$ cat src/design/sct_pkg.sv
package sct_pkg;

  localparam int NUM_CH = 6;
  localparam int CNT_W = 16;
  localparam int PRESC_W = 7;

  // register byte addresses, one 32-bit word each
  localparam logic [7:0] ADDR_SC = 8'h00;
  localparam logic [7:0] ADDR_CNT = 8'h04;
  localparam logic [7:0] ADDR_MOD = 8'h08;
  localparam logic [7:0] ADDR_CH_BASE = 8'h10;
  localparam logic [7:0] ADDR_CH_END = 8'h40;
  localparam int CH_IDX_LSB = 3;
  localparam int CH_VAL_BIT = 2;

  // status/control word fields
  localparam int SC_TOF_BIT = 7;
  localparam int SC_TOIE_BIT = 6;
  localparam int SC_STOP_BIT = 5;
  localparam int SC_TRST_BIT = 4;
  localparam int CTL_FLAG_BIT = 7;
  localparam int CTL_LSB = 1;

  localparam logic [2:0] CLKSEL_EXT = 3'h7;
  localparam logic [1:0] ELS_TOGGLE = 2'h1;
  localparam logic [1:0] ELS_CLEAR = 2'h2;
  localparam logic [1:0] ELS_SET = 2'h3;

  localparam logic [CNT_W-1:0] MOD_RESET = 16'hFFFF;
  localparam logic [CNT_W-1:0] CNT_RESET = 16'h0000;
  localparam logic [PRESC_W-1:0] PRESC_RESET = 7'h00;

  typedef struct packed {
    logic ovfFlag;
    logic ovfIe;
    logic stop;
    logic [2:0] clkSel;
  } sct_ctrl_t;

  localparam sct_ctrl_t CTRL_RESET = '{ovfFlag: 1'b0, ovfIe: 1'b0,
                                       stop: 1'b1, clkSel: 3'h0};

  // channel status/control, bits 7..1 of its word
  typedef struct packed {
    logic flag;
    logic ie;
    logic modeB;
    logic modeA;
    logic edgeB;
    logic edgeA;
    logic ovfToggle;
  } sct_chctl_t;

  localparam sct_chctl_t CHCTL_RESET = '0;

endpackage

$ cat src/design/sct_pin_sync.sv
`timescale 1ns/10ps
module sct_pin_sync #(
  parameter int WIDTH = 6
) (
  input wire logic core_clk,
  input wire logic rst,
  input wire logic [WIDTH-1:0] asyncIn,
  output logic [WIDTH-1:0] syncOut
);
  logic [WIDTH-1:0] meta_q;

  // first stage feeds only the second stage
  always_ff @(posedge core_clk) begin
    if (rst) begin
      meta_q <= '0;
      syncOut <= '0;
    end else begin
      meta_q <= asyncIn;
      syncOut <= meta_q;
    end
  end
endmodule // sct_pin_sync

$ cat src/design/sct_timer.sv
// Our own choices: the APB slave port and the placing of the registers.
`timescale 1ns/10ps
// Function
// - three-bit select: seven bus rates or pin 0
// - one shared 16-bit modulo counter for channels
// - capture copies counter on selected pin edge
// - capture overwrites value even if flag set
// - event sets flag; interrupt only when enabled
// - capture value registers have no reset
// - compare match sets, clears or toggles pin
// - unbuffered compare uses current register value
// - link bit 0 pairs channels 0/1 on pin 0
// - last written pair register controls after overflow
// - linked odd control unused, its pin released
// - same pairing for channels 2/3 and 4/5
// - toggle on overflow; modulo sets PWM period
// - edge select A picks clear or set on compare
// - select 000 counts every bus clock
// - mode 01 unbuffered, 10 buffered compare
// - link bit overrides the other mode bit
// - no overflow toggle with clear on compare gives 0% duty cycle
module sct_timer
  import sct_pkg::*;
(
  input wire logic core_clk,
  input wire logic rst,
  input wire logic psel,
  input wire logic penable,
  input wire logic pwrite,
  input wire logic [7:0] paddr,
  input wire logic [31:0] pwdata,
  input wire logic [3:0] pstrb,
  output logic [31:0] prdata,
  output logic pready,
  output logic pslverr,
  input wire logic [NUM_CH-1:0] pinIn,
  output logic [NUM_CH-1:0] pinOut,
  output logic [NUM_CH-1:0] pinOe,
  output logic [NUM_CH-1:0] chanIrq,
  output logic ovfIrq
);

  localparam int NUM_PAIR = NUM_CH / 2;

  function automatic logic [PRESC_W-1:0] divMask(input logic [2:0] sel);
    logic [PRESC_W:0] one;
    one = '0;
    one[sel] = 1'b1;
    divMask = PRESC_W'(one - 1'b1);
  endfunction

  // a low-byte-only write completes the pair from the held high byte
  function automatic logic [CNT_W-1:0] merge16(input logic [7:0] hi,
                                                input logic [31:0] d,
                                                input logic [3:0] s);
    merge16 = {s[1] ? d[15:8] : hi, d[7:0]};
  endfunction

  sct_ctrl_t ctrl_q;
  sct_chctl_t ctl_q [NUM_CH];
  logic [CNT_W-1:0] chVal_q [NUM_CH];
  logic [CNT_W-1:0] cnt_q;
  logic [CNT_W-1:0] mod_q;
  logic [PRESC_W-1:0] presc_q;
  logic [7:0] highBuf_q;
  logic cntNew_q;
  logic ovfEv_q;
  logic [NUM_CH-1:0] pinPrev_q;
  logic [NUM_PAIR-1:0] active_q;
  logic [NUM_PAIR-1:0] lastWr_q;
  logic [NUM_CH-1:0] pinSync;

  sct_pin_sync #(.WIDTH(NUM_CH)) uSync (
    .core_clk(core_clk),
    .rst(rst),
    .asyncIn(pinIn),
    .syncOut(pinSync)
  );

  wire logic [NUM_CH-1:0] riseEv = pinSync & ~pinPrev_q;
  wire logic [NUM_CH-1:0] fallEv = ~pinSync & pinPrev_q;

  // bus decode
  wire logic accessPh = psel & penable;
  wire logic inChRange = (paddr >= ADDR_CH_BASE) && (paddr < ADDR_CH_END);
  wire logic [7:0] chOfs = paddr - ADDR_CH_BASE;
  wire logic [2:0] chSel = chOfs[CH_IDX_LSB+2:CH_IDX_LSB];
  wire logic chIsVal = chOfs[CH_VAL_BIT];
  wire logic scSel = paddr == ADDR_SC;
  wire logic cntSel = paddr == ADDR_CNT;
  wire logic modSel = paddr == ADDR_MOD;
  wire logic addrOk = (paddr[1:0] == 2'h0)
                      && (scSel || cntSel || modSel || inChRange);
  wire logic wrEn = accessPh & pwrite & pready & addrOk;
  wire logic lowWr = wrEn & pstrb[0];
  wire logic hiOnlyWr = wrEn & pstrb[1] & ~pstrb[0];
  wire logic scWr = lowWr & scSel;
  wire logic modWr = lowWr & modSel;
  wire logic trstPulse = scWr & pwdata[SC_TRST_BIT];
  wire logic [NUM_CH-1:0] ctlWr;
  wire logic [NUM_CH-1:0] valWr;

  // count clock
  wire logic [PRESC_W-1:0] mask = divMask(ctrl_q.clkSel);
  wire logic intTick = (presc_q & mask) == mask;
  wire logic tick = (ctrl_q.clkSel == CLKSEL_EXT) ? riseEv[0]
                                                  : intTick;
  wire logic running = tick & ~ctrl_q.stop;
  wire logic atMod = cnt_q == mod_q;
  wire logic wrapNow = running & atMod;

  wire logic [31:0] scRd = {24'h0, ctrl_q.ovfFlag, ctrl_q.ovfIe,
                            ctrl_q.stop, 2'h0, ctrl_q.clkSel};
  wire logic [31:0] chRd = chIsVal ? {16'h0, chVal_q[chSel]}
                                   : {24'h0, ctl_q[chSel], 1'b0};
  wire logic [31:0] rdMux = !addrOk ? 32'h0 :
                            scSel ? scRd :
                            cntSel ? {16'h0, cnt_q} :
                            modSel ? {16'h0, mod_q} : chRd;

  // apb slave: one wait state, answer on second access cycle
  always_ff @(posedge core_clk) begin
    if (rst) begin
      pready <= 1'b0;
      pslverr <= 1'b0;
      prdata <= 32'h0;
    end else begin
      pready <= accessPh & ~pready;
      pslverr <= accessPh & ~pready & ~addrOk;
      if (accessPh & ~pready) begin
        prdata <= pwrite ? 32'h0 : rdMux;
      end
    end
  end

  always_ff @(posedge core_clk) begin
    if (rst) begin
      highBuf_q <= 8'h0;
    end else if (hiOnlyWr) begin
      highBuf_q <= pwdata[15:8];
    end
  end

  always_ff @(posedge core_clk) begin
    if (rst) begin
      ctrl_q <= CTRL_RESET;
    end else begin
      if (scWr) begin
        ctrl_q.ovfIe <= pwdata[SC_TOIE_BIT];
        ctrl_q.stop <= pwdata[SC_STOP_BIT];
        ctrl_q.clkSel <= pwdata[2:0];
        ctrl_q.ovfFlag <= ctrl_q.ovfFlag & pwdata[SC_TOF_BIT];
      end
      if (ovfEv_q) begin
        ctrl_q.ovfFlag <= 1'b1;
      end
    end
  end

  always_ff @(posedge core_clk) begin
    if (rst) begin
      mod_q <= MOD_RESET;
    end else if (modWr) begin
      mod_q <= merge16(highBuf_q, pwdata, pstrb);
    end
  end

  always_ff @(posedge core_clk) begin
    if (rst || trstPulse) begin
      presc_q <= PRESC_RESET;
    end else if (!ctrl_q.stop) begin
      presc_q <= presc_q + 1'b1;
    end
  end

  // shared time base for every channel
  always_ff @(posedge core_clk) begin
    if (rst || trstPulse) begin
      cnt_q <= CNT_RESET;
      cntNew_q <= 1'b0;
      ovfEv_q <= 1'b0;
    end else begin
      cntNew_q <= running;
      ovfEv_q <= wrapNow;
      if (running) begin
        cnt_q <= atMod ? CNT_RESET : cnt_q + 1'b1;
      end
    end
  end

  always_ff @(posedge core_clk) begin
    if (rst) begin
      pinPrev_q <= '0;
      ovfIrq <= 1'b0;
    end else begin
      pinPrev_q <= pinSync;
      ovfIrq <= ctrl_q.ovfFlag & ctrl_q.ovfIe;
    end
  end

  // pair select follows the last written register at each overflow
  for (genvar p = 0; p < NUM_PAIR; p++) begin : gPair
    always_ff @(posedge core_clk) begin
      if (rst || !ctl_q[2*p].modeB) begin
        active_q[p] <= 1'b0;
        lastWr_q[p] <= 1'b0;
      end else begin
        if (valWr[2*p]) begin
          lastWr_q[p] <= 1'b0;
        end
        if (valWr[2*p+1]) begin
          lastWr_q[p] <= 1'b1;
        end
        if (wrapNow) begin
          active_q[p] <= lastWr_q[p];
        end
      end
    end
  end

  for (genvar c = 0; c < NUM_CH; c++) begin : gCh
    localparam int EV = c - (c % 2);
    localparam int P = c / 2;
    localparam bit ODD = (c % 2) == 1;

    wire logic slave = ODD && ctl_q[EV].modeB;
    wire logic linked = !ODD && ctl_q[c].modeB;
    wire logic isCap = !slave && !ctl_q[c].modeB && !ctl_q[c].modeA;
    wire logic isCmp = !slave && (ctl_q[c].modeB || ctl_q[c].modeA);
    wire logic [1:0] els = {ctl_q[c].edgeB, ctl_q[c].edgeA};
    wire logic drive = isCmp && (els != 2'h0);
    wire logic [CNT_W-1:0] cmpVal = (linked && active_q[P]) ? chVal_q[EV+1]
                                                            : chVal_q[c];
    wire logic capEv = isCap && ((ctl_q[c].edgeA && riseEv[c])
                              || (ctl_q[c].edgeB && fallEv[c]));
    wire logic cmpEv = isCmp && cntNew_q && (cnt_q == cmpVal);
    wire logic ovfTog = ovfEv_q && ctl_q[c].ovfToggle;
    wire logic togPin = ovfTog ? ~pinOut[c] : pinOut[c];
    wire sct_chctl_t ctlIn = sct_chctl_t'(pwdata[CTL_FLAG_BIT:CTL_LSB]);

    assign ctlWr[c] = lowWr && inChRange && !chIsVal && (chSel == 3'(c));
    assign valWr[c] = lowWr && inChRange && chIsVal && (chSel == 3'(c));

    always_ff @(posedge core_clk) begin
      if (rst) begin
        ctl_q[c] <= CHCTL_RESET;
      end else begin
        if (ctlWr[c] && !slave) begin
          ctl_q[c] <= ctlIn;
          // link bit exists on even channels only; it wins over mode A
          ctl_q[c].modeB <= !ODD && ctlIn.modeB;
          ctl_q[c].flag <= ctl_q[c].flag & ctlIn.flag;
        end
        if (capEv || cmpEv) begin
          ctl_q[c].flag <= 1'b1;
        end
      end
    end

    // no reset: captured time survives reset
    always_ff @(posedge core_clk) begin
      if (capEv) begin
        chVal_q[c] <= cnt_q;
      end else if (valWr[c]) begin
        chVal_q[c] <= merge16(highBuf_q, pwdata, pstrb);
      end
    end

    always_ff @(posedge core_clk) begin
      if (rst) begin
        pinOut[c] <= 1'b0;
        pinOe[c] <= 1'b0;
        chanIrq[c] <= 1'b0;
      end else begin
        pinOe[c] <= drive;
        chanIrq[c] <= ctl_q[c].flag & ctl_q[c].ie;
        if (!drive) begin
          pinOut[c] <= 1'b0;
        end else if (cmpEv) begin
          case (els)
            ELS_TOGGLE: pinOut[c] <= ~togPin;
            ELS_CLEAR: pinOut[c] <= 1'b0;
            ELS_SET: pinOut[c] <= 1'b1;
            default: pinOut[c] <= togPin;
          endcase
        end else begin
          pinOut[c] <= togPin;
        end
      end
    end
  end

endmodule // sct_timer

$ cat config.mk
export PLATFORM = sky130hd
export DESIGN_NAME = sct_timer
export DESIGN_NICKNAME = d
export VERILOG_FILES = /design/src/design/sct_pkg.sv /design/src/design/sct_pin_sync.sv /design/src/design/sct_timer.sv
export SDC_FILE = /design/constraint.sdc
export NUM_CORES = 1
export LEC_CHECK = 0
export BUFFER_PORTS_ARGS = -buffer_cell sky130_fd_sc_hd__clkbuf_2
export CORE_ASPECT_RATIO = 0.9
export CORE_MARGIN = 5
export CORE_UTILIZATION = 50
export CTS_CLUSTER_SIZE = 30
export DETAILED_ROUTE_END_ITERATION = 8
export GPL_TIMING_DRIVEN = 0
export PLACE_DENSITY_LB_ADDON = 0.08
export SLEW_MARGIN = 10
export SYNTH_ARGS = -nofsm -noshare
export SYNTH_HDL_FRONTEND = slang
export SYNTH_HIERARCHICAL = 1
export SYNTH_SLANG_ARGS = --single-unit
$ cat constraint.sdc
create_clock -name core_clk -period 10.9 [get_ports core_clk]
set_input_delay 1.09 -clock core_clk [delete_from_list [all_inputs] [get_ports core_clk]]
set_output_delay 1.09 -clock core_clk [all_outputs]
set_load 0.005 [all_outputs]
==> impl_metrics.yaml <==
drt:
  via_count: 11556
  drt-pass1-iter-count: 5
  route.antenna.remaining_nets: 0
  avgRoutedWirePerCell_um: 26.1
  postRouteWirelength_um: 48500
  drt_iter0_markers: 1255
  drcViolationCount: 0
  vias_per_cell: 6.23
cts:
  cts_buffer_depth: 3
  cts_made_buffers: 28
  cts_resized: 0
  postCtsSetupRepairBufs: 0
  cts_sinks: 250
  cts.reportedPaths.clkPinSlew_ns: 0.05
  h-tree-depth: 1
  cts_tree: "done"
  cts_hold_buf: 0
  root_buffer: "clkbuf_16"
  clk_latency_ns: 0.57
place:
  hpwl_um: 37100
  gp_congestion: 1.01
  place_ws_ns: 5.39
  port_buffers: 66
  placed_area_um2: 14800
sta:
  drv_slew: 0
  slew_headroom_pct: 30.9
  hold_violations: 0
  finalWorstSetupSlack_ns: 5.86
  max_freq_ghz: 0.198
  fin_crit_sh_pct: 46.3
  fin_tns_setup_ns: 0
  final.setup_skew_ns: 0.0163
  rsz0062_at_grt: "false"
  layout_min_cycle_time_ns: 5.04
  setup_violations: 0
  worst_pin_slew_ns: 1.01
floorplanning:
  core_area_um2: 27200
  start_util_pct: 51.0
  fp.dieH_um: 168
  ios: 108
  die_area_um2: 31200
  die_w_um: 186
  rows: 57
power_and_ir_drop:
  p_switching_mw: 0.517
  p_leak_nw: 6.00
  peakVddDrop_uv: 126
  p_int_mw: 1.61
  pwr-share-clk_pct: 45.7
  combPwrFrac_pct: 6.9
  switching_share_pct: 24.3
  p_per_area_nw_per_um2: 135
  p_seq_share_pct: 47.4
logic_synthesis:
  syn-instance-count: 1365
  ys_ff_latch: 250
  yosysWarnings: 6
  async_flop_share_pct: 0
  synthDistinctLibCells: 77
  avgSynthCellArea_um2: 10.2
  ys.flop_type: "edfxtp_1"
  synth_edf_count: 135
  synth_area_um2: 13900
  yosysSeqAreaShare_pct: 45.8
setup_path:
  reg2reg_depth: 9
  crit_type: "primary input to flop"
  regToRegSetupSlack_ns: 7.58
  cp.arrival_ns: 5.23
  cp-end-kind: "flop"
  startpoint_type: "primary input"
  r2r_end: "cnt_q[5]"
  critPathMaxStageDelay_ns: 0.65
  path_max_fanout: 16
  crit_chain: "clkbuf_2 -> buf_2 -> buf_4 -> buf_4 -> buf_2 -> inv_1 -> ha_1 -> buf_2 -> clkbuf_1 -> clkbuf_1 -> nand3_1 -> nand2_1"
  worstPathRequired_ns: 11.08
  r2r-start: "cnt_q[2]"
  slowest_stage: "nand2_1"
  cp_common_cell: "buf_2"
grt:
  grt.total_usage_pct: 30.3
  antenna_found_initial: 1
  overflow: 0
  grt_first_pass_wirelength_um: 70600
  grt_pass1_vias: 10933
  grt_max_degree: 17
min_path:
  hold_class: "flop to flop"
  hold_end: "uSync/syncOut[1]"
  min_path_cells: 1
  min-delay-start: "uSync/meta_q[1]"
layout:
  final_core_util_pct: 57.9
  layout-drive-gt1-share_pct: 19.3
  area_growth_pct: 13.4
  diodes: 0
  fin_area_um2: 15700
  nNetsFinal: 1540
status:
  status: "finished clean"
run:
  maxCapViolations: 0
-- registers in the layout, indices dropped and copies added, names as in the netlist, 3 cells and up --
name / count
ctrl_q: 6
active_q: 3
uSync/syncOut: 6
presc_q: 6
highBuf_q: 8
prdata: 16
lastWr_q: 3
chanIrq: 6
chVal_q: 96
cnt_q: 16
pinOe: 6
ctl_q: 39
pinOut: 6
pinPrev_q: 6
mod_q: 16
uSync/meta_q: 6
-- cells in the final DEF, fill, tap and decap left out, drive strengths merged, types with 42 or more instances in the layout --
cell | Yosys | layout
o21ai | 76 | 76
xor2 | 53 | 53
clkbuf | 64 | 175
dfxtp | 115 | 115
xnor2 | 60 | 60
mux2 | 70 | 70
nand2 | 165 | 165
a21oi | 42 | 42
buf | 64 | 68
mux2i | 66 | 66
nor2 | 93 | 93
edfxtp | 135 | 135
-- cell families (layout without fill, tap and decap cells) --
| family | count (synthesis) | count (layout) | synth area share [%] |
|---|---|---|---|
| compound gates | 246 | 246 | 11.5 |
| xor+xnor | 113 | 113 | 7.14 |
| fa+ha+maj | 5 | 5 | 0.451 |
| buf+inv | 151 | 273 | 5.15 |
| flops | 250 | 250 | 45.8 |
| mux | 151 | 151 | 13.1 |
| other cells | 1 | 16 | 0.0270 |
| simple gates | 448 | 448 | 16.8 |
-- worst max path at each step --
stage                     startpoint              to  slack [ns]  depth (start not counted)
after floorplan             paddr[4]   chVal_q[0][0]        6.16                         11
after global placement      paddr[4]  chVal_q[0][13]        4.21                         12
after detailed placement    paddr[4]  chVal_q[1][14]        5.39                         12
after CTS                   paddr[4]   chVal_q[1][0]        5.98                         12
after global routing        paddr[4]   chVal_q[1][0]        5.81                         12
final                       paddr[4]   chVal_q[1][0]        5.86                         12
-- metal layers --
| layer | vias to the layer above | global-route usage (%) | routed length [um] |
|---|---|---|---|
| met4 | 0 | 7.44 | 1290 |
| li1 | 5168 | - | - |
| met2 | 713 | 43.0 | 20100 |
| met5 | - | 0 | 0 |
| met3 | 79 | 11.7 | 6680 |
| met1 | 5596 | 43.8 | 20400 |
-- cell type report --
cell class | count | area [um^2]
sequential | 250 | 6360
timing repair buffer | 70 | 387
tap | 354 | 443
multi-input combinational | 979 | 6880
buffer | 128 | 628
clock buffer | 45 | 898
fill | 2423 | 11400
inverter | 23 | 86.3
clock inverter | 7 | 47.5
-- power by group through the flow --
stage / registers, mW / clock network (mW) / logic [mW]
2_1_floorplan: 1.02 / 0 / 0.0853
3_3_place_gp: 1.03 / 0 / 0.140
3_5_place_dp: 1.03 / 0 / 0.141
4_1_cts: 1.01 / 0.978 / 0.141
5_1_grt: 1.01 / 1.02 / 0.154
6_report: 1.01 / 0.970 / 0.147
-- worst max-delay path, delay by kind of cell --
kind / cells / cell delay [ns]
adders and majority gates: 1 / 0.29
and+or+nand+nor: 2 / 0.87
buffers and inverters: 9 / 2.97
-- cell usage after synthesis, types with 8 or more instances --
library cell / number / area (um^2)
o211ai_1: 15 / 113
mux2_2: 59 / 664
inv_1: 23 / 86.3
xnor2_1: 60 / 526
nor3_1: 21 / 105
dfxtp_1: 115 / 2300
o2111ai_1: 8 / 70.1
nor2_1: 87 / 327
mux2i_1: 66 / 661
clkbuf_1: 63 / 236
edfxtp_1: 135 / 4050
nor4_1: 14 / 87.6
nand3_1: 25 / 125
a22oi_1: 18 / 135
nand2b_1: 13 / 81.3
a21oi_1: 42 / 210
nor2b_1: 9 / 56.3
and3_1: 12 / 75.1
o21ai_0: 76 / 380
nand2_1: 164 / 616
or4_1: 16 / 120
nand4_1: 28 / 175
o31ai_1: 17 / 128
o22ai_1: 22 / 138
xor2_1: 53 / 464
buf_1: 15 / 56.3
mux4_2: 15 / 338
nor2b_2: 8 / 70.1
a31oi_1: 8 / 50.1
buf_2: 24 / 120
buf_4: 19 / 143
mux2_4: 9 / 135
a32o_1: 11 / 110
-- stage by stage --
stage          hold WS [ns]  cells  power [mW]
3_5_place_dp          0.424   1804        1.17
6_report              0.433   1856        2.13
3_3_place_gp          0.416   1800        1.17
5_1_grt               0.455   1856        2.18
4_1_cts               0.438   1856        2.13
2_1_floorplan         0.415   1380        1.11
No activity file was read; power rests on OpenSTA's default activity.
